===== src/rtl/ssc_pkg.sv =====
// What this block does
// - After power is good, the system reset stays asserted for at least the hold time of 1 ms.
// - A brown-out indication forces system reset in every power mode.
// - Active and standby use the precision brown-out comparator, all other modes the low-power one.
// - The precision path trips at its threshold and releases only when supply-good shows the higher level.
// - The low-power comparator forces system reset only in modes other than active and standby.
// - The power-fail warning never causes a system reset.
// - The power-fail comparator is powered only when enabled and in active or standby mode.
// - The warning flag reads one while the comparator is powered and reports the supply low.
// - The warning raises the power-fail interrupt request.
// - Program-memory writes are suppressed while the warning flag is one.
// - A two-bit field selects one of four falling-supply trip levels, with no comparator hysteresis.
// - The control register resets to zero, bit 7 is enable, bits 6:5 threshold, bits 3:0 unused.
// - Bit 4 of the control register is the read-only warning flag.
// Purpose: Constants for the supply supervisor control block.
// Assumes: A 25 MHz always-on clock.
// Notes: Register offsets are byte addresses on AXI4-Lite.
package ssc_pkg;
  localparam logic [11:0] PFCTL_OFF = 12'h0DC;
  localparam logic [11:0] STAT_OFF = 12'h0E0;
  localparam int EN_BIT = 7;
  localparam int THR_LSB = 5;
  localparam int WARN_BIT = 4;
  localparam logic [7:0] PFCTL_RST = 8'h00;
  localparam int CLK_HZ = 25000000;
  localparam int HOLD_US = 1000;
  localparam int HOLD_CYC = (CLK_HZ / 1000 * HOLD_US + 999) / 1000;
  localparam logic [2:0] MODE_ACTIVE = 3'h0;
  localparam logic [2:0] MODE_STANDBY = 3'h7;
  localparam logic [1:0] RESP_OKAY = 2'h0;
  localparam logic [1:0] RESP_SLVERR = 2'h2;
endpackage : ssc_pkg


===== src/rtl/ssc_top.sv =====
// Purpose: Supply supervisor digital control with an AXI4-Lite register port.
// Assumes: Comparator outputs are asynchronous; power mode comes from the same clock domain.
// Notes: Reset output is asserted combinationally and released through a synchronous hold.
`timescale 1ns/1ps
module ssc_top #(
  parameter int HOLD_CYCLES = ssc_pkg::HOLD_CYC
) (
  input wire logic aclk,
  input wire logic aresetn,
  input wire logic aclken,
  input wire logic por_ok,
  input wire logic bor_hp_low,
  input wire logic supply_good_hp,
  input wire logic bor_lp_low,
  input wire logic pf_low,
  input wire logic [2:0] power_mode,
  output logic pf_comp_power,
  output logic [1:0] pf_trip_sel,
  output logic sys_reset_n,
  output logic powerfail_irq,
  input wire logic pm_write_req,
  output logic pm_write_en,
  input wire logic [11:0] s_axi_awaddr,
  input wire logic s_axi_awvalid,
  output logic s_axi_awready,
  input wire logic [31:0] s_axi_wdata,
  input wire logic [3:0] s_axi_wstrb,
  input wire logic s_axi_wvalid,
  output logic s_axi_wready,
  output logic [1:0] s_axi_bresp,
  output logic s_axi_bvalid,
  input wire logic s_axi_bready,
  input wire logic [11:0] s_axi_araddr,
  input wire logic s_axi_arvalid,
  output logic s_axi_arready,
  output logic [31:0] s_axi_rdata,
  output logic [1:0] s_axi_rresp,
  output logic s_axi_rvalid,
  input wire logic s_axi_rready
);
  // The hold counter cannot serve a zero length, so refuse it at elaboration.
  if (HOLD_CYCLES < 1) begin : g_bad_hold
    $error("HOLD_CYCLES must be at least one.");
  end

  localparam int NS = 5;
  logic [NS-1:0] raw;
  logic [NS-1:0] s1_q, s2_q, s3_q, filt_q;
  assign raw = {pf_low, bor_lp_low, supply_good_hp, bor_hp_low, por_ok};

  // Three stages, and a change counts only once the last two agree.
  genvar g;
  generate
    for (g = 0; g < NS; g++) begin : g_sync
      always_ff @(posedge aclk) begin
        if (!aresetn) begin
          s1_q[g] <= 1'b0;
          s2_q[g] <= 1'b0;
          s3_q[g] <= 1'b0;
          filt_q[g] <= 1'b0;
        end else if (aclken) begin
          s1_q[g] <= raw[g];
          s2_q[g] <= s1_q[g];
          s3_q[g] <= s2_q[g];
          if (s2_q[g] == s3_q[g]) begin
            filt_q[g] <= s3_q[g];
          end
        end
      end
    end
  endgenerate

  logic por_ok_s, hp_low_s, good_s, lp_low_s, pf_low_s;
  assign {pf_low_s, lp_low_s, good_s, hp_low_s, por_ok_s} = filt_q;

  function automatic logic is_run_mode(input logic [2:0] m);
    is_run_mode = (m == ssc_pkg::MODE_ACTIVE) || (m == ssc_pkg::MODE_STANDBY);
  endfunction : is_run_mode

  logic run_mode;
  assign run_mode = is_run_mode(power_mode);

  // Latched brown-out from the precision path; cleared only at the release level.
  logic hp_trip_q;
  always_ff @(posedge aclk) begin
    if (!aresetn) begin
      hp_trip_q <= 1'b0;
    end else if (aclken) begin
      if (run_mode && hp_low_s) begin
        hp_trip_q <= 1'b1;
      end else if (good_s) begin
        hp_trip_q <= 1'b0;
      end
    end
  end

  // The comparator selection follows the mode so exactly one detector is in charge.
  logic bor_req;
  assign bor_req = run_mode ? (hp_low_s || hp_trip_q) : lp_low_s;

  logic rst_req;
  assign rst_req = !por_ok_s || bor_req; // Power-fail warning is not a term here.

  // Hold counter restarts on every request so release waits the full hold time.
  logic [$clog2(HOLD_CYCLES+1)-1:0] hold_q;
  logic released_q;
  always_ff @(posedge aclk) begin
    if (!aresetn) begin
      hold_q <= '0;
      released_q <= 1'b0;
    end else if (aclken) begin
      if (rst_req) begin
        hold_q <= '0;
        released_q <= 1'b0;
      end else if (!released_q) begin
        if (hold_q == ($clog2(HOLD_CYCLES+1))'(HOLD_CYCLES - 1)) begin
          released_q <= 1'b1;
        end else begin
          hold_q <= hold_q + 1'b1;
        end
      end
    end
  end

  // Asserted at once on a request, released only by the clocked hold.
  assign sys_reset_n = aresetn && released_q && !rst_req;

  logic pf_en_q;
  logic [1:0] pf_thr_q;
  logic warn;
  assign pf_comp_power = pf_en_q && run_mode;
  assign pf_trip_sel = pf_thr_q;
  assign warn = pf_comp_power && pf_low_s;
  assign powerfail_irq = warn;
  assign pm_write_en = pm_write_req && !warn;

  // AXI4-Lite write side: address and data latched independently.
  logic aw_q, w_q;
  logic [11:0] awaddr_q;
  logic [31:0] wdata_q;
  logic [3:0] wstrb_q;
  assign s_axi_awready = !aw_q && !s_axi_bvalid;
  assign s_axi_wready = !w_q && !s_axi_bvalid;

  always_ff @(posedge aclk) begin
    if (!aresetn) begin
      aw_q <= 1'b0;
      w_q <= 1'b0;
      awaddr_q <= '0;
      wdata_q <= '0;
      wstrb_q <= '0;
      s_axi_bvalid <= 1'b0;
      s_axi_bresp <= ssc_pkg::RESP_OKAY;
    end else if (aclken) begin
      if (s_axi_awvalid && s_axi_awready) begin
        aw_q <= 1'b1;
        awaddr_q <= s_axi_awaddr;
      end
      if (s_axi_wvalid && s_axi_wready) begin
        w_q <= 1'b1;
        wdata_q <= s_axi_wdata;
        wstrb_q <= s_axi_wstrb;
      end
      if (aw_q && w_q) begin
        aw_q <= 1'b0;
        w_q <= 1'b0;
        s_axi_bvalid <= 1'b1;
        if (awaddr_q[11:2] == ssc_pkg::PFCTL_OFF[11:2] ||
            awaddr_q[11:2] == ssc_pkg::STAT_OFF[11:2]) begin
          s_axi_bresp <= ssc_pkg::RESP_OKAY;
        end else begin
          s_axi_bresp <= ssc_pkg::RESP_SLVERR;
        end
      end else if (s_axi_bvalid && s_axi_bready) begin
        s_axi_bvalid <= 1'b0;
      end
    end
  end

  always_ff @(posedge aclk) begin
    if (!aresetn) begin
      pf_en_q <= ssc_pkg::PFCTL_RST[ssc_pkg::EN_BIT];
      pf_thr_q <= ssc_pkg::PFCTL_RST[ssc_pkg::THR_LSB +: 2];
    end else if (aclken) begin
      if (aw_q && w_q && awaddr_q[11:2] == ssc_pkg::PFCTL_OFF[11:2] && wstrb_q[0]) begin
        pf_en_q <= wdata_q[ssc_pkg::EN_BIT];
        pf_thr_q <= wdata_q[ssc_pkg::THR_LSB +: 2];
      end
    end
  end

  // Read side; status word shows the block's own state for software.
  assign s_axi_arready = !s_axi_rvalid;
  always_ff @(posedge aclk) begin
    if (!aresetn) begin
      s_axi_rvalid <= 1'b0;
      s_axi_rdata <= '0;
      s_axi_rresp <= ssc_pkg::RESP_OKAY;
    end else if (aclken) begin
      if (s_axi_arvalid && s_axi_arready) begin
        s_axi_rvalid <= 1'b1;
        s_axi_rresp <= ssc_pkg::RESP_OKAY;
        if (s_axi_araddr[11:2] == ssc_pkg::PFCTL_OFF[11:2]) begin
          s_axi_rdata <= {24'h000000, pf_en_q, pf_thr_q, warn, 4'h0};
        end else if (s_axi_araddr[11:2] == ssc_pkg::STAT_OFF[11:2]) begin
          s_axi_rdata <= {27'h0000000, pf_comp_power, run_mode, hp_trip_q, rst_req,
                          released_q};
        end else begin
          s_axi_rdata <= '0;
          s_axi_rresp <= ssc_pkg::RESP_SLVERR;
        end
      end else if (s_axi_rvalid && s_axi_rready) begin
        s_axi_rvalid <= 1'b0;
      end
    end
  end
endmodule : ssc_top


===== config.mk =====
export PLATFORM = sky130hd
export DESIGN_NAME = ssc_top
export DESIGN_NICKNAME = d
export VERILOG_FILES = /design/src/rtl/ssc_pkg.sv /design/src/rtl/ssc_top.sv
export SDC_FILE = /design/constraint.sdc
export NUM_CORES = 1
export LEC_CHECK = 0
export BUFFER_PORTS_ARGS = -buffer_cell sky130_fd_sc_hd__buf_2
export CAP_MARGIN = 20
export CORE_MARGIN = 5
export CORE_UTILIZATION = 50
export CTS_BUF_LIST = sky130_fd_sc_hd__clkbuf_4 sky130_fd_sc_hd__clkbuf_8
export CTS_CLUSTER_DIAMETER = 150
export DETAILED_ROUTE_END_ITERATION = 12
export PLACE_DENSITY = 0.82
export RECOVER_POWER = 100
export SLEW_MARGIN = 10
export SYNTH_ARGS = -nofsm -noshare
export SYNTH_HDL_FRONTEND = slang
export SYNTH_SLANG_ARGS = --single-unit

===== constraint.sdc =====
create_clock -name aclk -period 2.23 [get_ports aclk]
set_input_delay 0.446 -clock aclk [delete_from_list [all_inputs] [get_ports aclk]]
set_output_delay 0.446 -clock aclk [all_outputs]
set_load 0.05 [all_outputs]

# ---- Yosys cells after proc, flatten, opt, wreduce, memory -nomap -nowiden
# Index checks and enable logic that the tools add are counted.
dict set report totals {
  regBits 101
  in_bits 77
  word_cells 120
}
dict set report classes {
  add_sub_neg 1
  eq_ne 13
  muxes 22
  reduce_logical 49
}
# cell count
set op_table {}
lappend op_table {{15-bit 2-to-1 mux} 3}
lappend op_table {{10-bit by 6-bit == test with 1-bit output, second input constant} 4}
lappend op_table {{2-bit AND reduction} 15}
lappend op_table {{1-bit logical AND} 16}
lappend op_table {{15-bit by 1-bit adder with 15-bit output, second input constant} 1}
lappend op_table {{15-bit == test, second input constant} 1}
lappend op_table {{1-bit 2-to-1 mux} 14}
lappend op_table {{2-bit nonzero test} 5}
lappend op_table {{8-bit 2-to-1 mux} 1}
lappend op_table {{1-bit logical NOT} 7}
lappend op_table {{2-bit 2-to-1 mux} 3}
lappend op_table {{1-bit == test} 5}
lappend op_table {{5-bit 2-to-1 mux} 1}
lappend op_table {{1-bit logical OR} 4}
lappend op_table {{2-bit inequality test, second input constant} 2}
lappend op_table {{3-bit == test, second input constant} 1}
lappend op_table {{3-bit logical NOT} 1}
lappend op_table {{3-bit AND reduction} 1}

# ---- Logic depth before layout (Yosys ltp)
dict set report logic_depth {
  depth_word 6
  depth_mapped 7
  mapped_depth_nobuf 6
}

# ---- Least setup slack after synthesis
# OpenSTA, ideal clock, no wires.
dict set report synth_timing {
  kind {input -> output}
  start {in power_mode[1]}
  end {out pm_write_en}
  t_arrival_ns 1.860
  required_ns 1.784
  path_slack_ns -0.076
  cell_stages 4
  cell_sequence {nand3_1 > nand2_1 > and3_1 > nor2b_1}
}
dict set report synth_between {
  elab_chain_cells 6
  elab_cells_between_ends 7
  classes_between {eq/ne: 1; reduce/logical: 6}
}
# item line_no
set synth_lines {}
lappend synth_lines {{start: declaration} ssc_top.sv:16} ;# input wire logic [2:0] power_mode,
lappend synth_lines {{3-bit == test or 3-bit logical NOT (tied branches)} ssc_top.sv:77} ;# is_run_mode = (m == ssc_pkg::MODE_ACTIVE) || (m == ssc_pkg::MODE_STANDBY);
lappend synth_lines {{1-bit logical OR (*)} ssc_top.sv:77}
lappend synth_lines {{1-bit logical AND (*)} ssc_top.sv:131} ;# assign pf_comp_power = pf_en_q && run_mode;
lappend synth_lines {{1-bit logical AND (*)} ssc_top.sv:133} ;# assign warn = pf_comp_power && pf_low_s;
lappend synth_lines {{net powerfail_irq} ssc_top.sv:20} ;# output logic powerfail_irq,
lappend synth_lines {{1-bit logical NOT (*)} ssc_top.sv:135} ;# assign pm_write_en = pm_write_req && !warn;
lappend synth_lines {{1-bit logical AND (*)} ssc_top.sv:135}
lappend synth_lines {{end: declaration} ssc_top.sv:22} ;# output logic pm_write_en,
# Mark *: on every way through the listed nets, which the timed path passes. The rest lies on a longest branch.

# ---- Worst setup path after layout
dict set report layout_timing {
  start {in power_mode[0]}
  end {out powerfail_irq}
}
dict set report layout_between {
  elab_chain_cells 4
  elab_cells_between_ends 5
  classes_between {eq/ne: 1; reduce/logical: 4}
}
# item line_no
set layout_lines {}
lappend layout_lines {{3-bit == test or 3-bit logical NOT (tied branches)} ssc_top.sv:77}
lappend layout_lines {{1-bit logical OR (*)} ssc_top.sv:77}
lappend layout_lines {{1-bit logical AND (*)} ssc_top.sv:131}
lappend layout_lines {{1-bit logical AND (*)} ssc_top.sv:133}
lappend layout_lines {{end: declaration} ssc_top.sv:20}
# Every way passes the cells marked *; elsewhere a longest branch is shown, timed or not.

==> run summary <==
Die width = 89.88 µm
Post-Place Worst Slack = -37.06 ps
Final ANT Viol Nets = 0
FP Rows = 29
Syn-to-layout area delta = 14.04%
Final Hold Viols = 0
Post-Route WL = 6967 µm
Initial antenna violation count = 0
Share of synthesized registers carrying an async set or reset = 0%
Worst relative slew slack = 34.00%
Leakage = 1.460 nW
TritonCTS clock tree = yes
Synth warn = 0
DRT iter0 DRCs = 107
Cell variety after synth = 56
GRT Util Overall = 17.33%
First-pass GRT wire length = 11830 µm
Largest net degree at the start of global routing = 52
Total CTS buffers = 9
Worst Path Buf+Inv = 2
DR DRC count = 0
Area of the mapped netlist = 0.003191 mm²
Detail Placement HPWL = 5171 µm
CP Max Fanout = 4
Maximum clock rate = 477.1 MHz
Setup Viol. Count Final = 0
Avg Cell Area, Syn = 8.789 µm²
Outcome = finished clean
WL/cell = 13.55 µm
Share of post-route cells with drive strength above 1 = 19.45%
Clock latency on the worst-skew pair = 340 ps
Final period util = 93.98%
Max Buffers Root-to-Sink = 2
CTS hold repair buffers = 0
Via Count = 2740
CP peak stage delay = 420 ps
Nature of the critical path endpoint = output pin
Cells after synthesis = 363
Clock Tree Root = clkbuf_8
I/O Pins = 124
Crit start category = primary input
GRT overflow = 0
# resized after CTS = 0
Die height = 89.88 µm
Die ar. = 0.008078 mm²
Seq cells post-synth = 68
FILL cells = 564
PwrDens = 665.7 mW/mm²
Register area share after synthesis = 42.67%
Post-CTS Setup Inserts = 0
Fin nets = 511
Max-cap viol count = 0
TritonRoute pass-1 iters = 4
Worst vdd ir = 463.9 µV
Port bufs = 61
Worst-margin pin slew = 990.0 ps
Req. time, crit path = 1780 ps
Design Area, Final = 0.003638 mm²
Post-route minimum period = 2096 ps
Number of global-route vias before repair = 2604
Reg clk slew, reported paths = 70 ps
Max-slew violation count = 0
Via/cell ratio = 5.331
Clock Skew = 7.712 ps
Setup WS post-layout = 134.2 ps
Critical path arrival = 1650 ps
Crit-path slowest cell = or3_4
Placed cell area = 0.003518 mm²
# clock sinks = 68
Core Box Area = 0.006277 mm²
Crit-path leading delay family = simple AND/OR/NAND/NOR gates
H-Tree Depth = 3
Kind of critical path = primary input to output pin
Antenna diodes = 0
Worst-path cell chain = buf_2 -> or3_4 -> nand2_1 -> and3_1 -> clkbuf_2
Main synth FF type = dfxtp_1
Gpl congestion = 0.8541
Initial core utilization = 50.83%
RSZ-0062 raised after global routing = no
Worst Hold Class = primary input to flip-flop
Post-synth EDFFs = 0
## cells in the mapped netlist, types with 2 or more instances
cell       n  area share (%)
nor2_1    38             4.5
o31ai_1    4            0.94
o21ai_0   11             1.7
o311ai_0   2            0.55
and2_1     6             1.2
o21ai_1    5            0.78
a22oi_1    6             1.4
nor3_1     3            0.47
a21o_1     3            0.71
nand2_1   51             6.0
and3_1     3            0.59
clkbuf_1  10             1.2
buf_4     26             6.1
a21boi_1   4            0.94
a32oi_1    2            0.55
o211ai_1   4            0.94
buf_6      2            0.71
nor4_2     2            0.78
inv_1      7            0.82
nand3_1   12             1.9
dfxtp_1   68              43
a21oi_1   29             4.5
or3_1      2            0.39
nand4_1    4            0.78
nor4b_2    2            0.94
mux2i_1   20             6.3
or4_1      7             1.6
nor4_1     2            0.39
## final timing paths
path,start,end,slack (ps),cells past startpoint
min,s_axi_awaddr[9],awaddr_q[9],340,3
min reg2reg,awaddr_q[7],awaddr_q[7],460,2
max,power_mode[0],powerfail_irq,130,5
max reg2reg,hold_q[0],hold_q[13],170,6
## per-layer routing
metal,GRT usage [%],vias up,part of all wire [%]
met4,7.196,0,1.8
met1,21.45,1264,43
met2,28.48,82,49
met5,0,-,0
met3,4.591,14,6.5
li1,-,1380,-
## tightest hold or removal path: cells and delay by family
kind,cells,cell delay [ps]
buffers and inverters,1,90
AOI/OAI and AO/OA,1,50
and+or+nand+nor,1,40
## area by class of cell
class	instances	area, µm²	share of cell area [%]
inverters	8	30.03	0.8253
well taps	77	96.34	2.648
multi-input cells	273	1618	44.46
repair buffers	73	367.9	10.11
clock buffers	9	123.9	3.404
flip-flops and latches	68	1361	37.41
clock inverters	6	41.29	1.135
## state kept, by name, summed over array words and instances (netlist names), 2 cells and up
signal / cells
awaddr_q: 10
hold_q: 15
pf_trip_sel: 2
s1_q: 5
s2_q: 5
s3_q: 5
s_axi_rdata: 8
wdata_q: 3
## power by group
group | switching (mW) | internal (mW)
Clock | 0.462 | 0.396
Combinational | 0.222 | 0.0798
Sequential | 0.0205 | 1.24
## cells in the final DEF (no fill, tap or decap), types with 2 or more instances in the layout
cell type   synthesis  layout
dfxtp_1            68      68
nand2_1            51      51
buf_2               1      39
nor2_1             38      38
a21oi_1            29      29
conb_1              1      26
mux2i_1            20      20
clkbuf_1           10      18
nand3_1            12      12
o21ai_0            11      12
buf_4              26      10
clkbuf_8            0       9
inv_1               7       8
or4_1               7       7
a22oi_1             6       6
clkbuf_2            0       6
and2_1              6       5
o211ai_1            4       5
nand4_1             4       4
nor4_1              2       4
o21ai_1             5       4
o31ai_1             4       4
a21boi_0            0       4
and3_1              3       3
nor3_1              3       3
a21o_1              3       3
clkinvlp_4          0       3
a32oi_1             2       2
nor4b_2             2       2
or3_1               2       2
o311ai_0            2       2
clkinv_2            0       2
## cells by family (layout without fill, tap and decap cells)
group           after synthesis  count (layout)  share of synthesized area (%)
compound gates               79              79                          16.90
other cells                   1              26                         0.1175
buf+inv                      47              96                          9.098
mux                          20              20                          6.274
simple gates                147             147                          24.55
flops                        68              68                          42.67
fa+ha+maj                     1               1                         0.3921
## stage by stage
stage | utilization, % | power [mW] | TNS [ps] | hold slack, ps | std cells
6_report | 57.96 | 2.422 | 0 | 340.2 | 514
5_1_grt | 57.96 | 2.535 | 0 | 331.5 | 514
4_1_cts | 58.68 | 2.457 | 0 | 323.3 | 514
3_5_place_dp | 56.05 | 1.596 | -96.68 | 450.9 | 499
3_3_place_gp | 56.05 | 1.588 | 0 | 439.5 | 499
2_1_floorplan | - | 1.554 | 0 | 431.9 | 388
(Power assumes the default switching activity.)
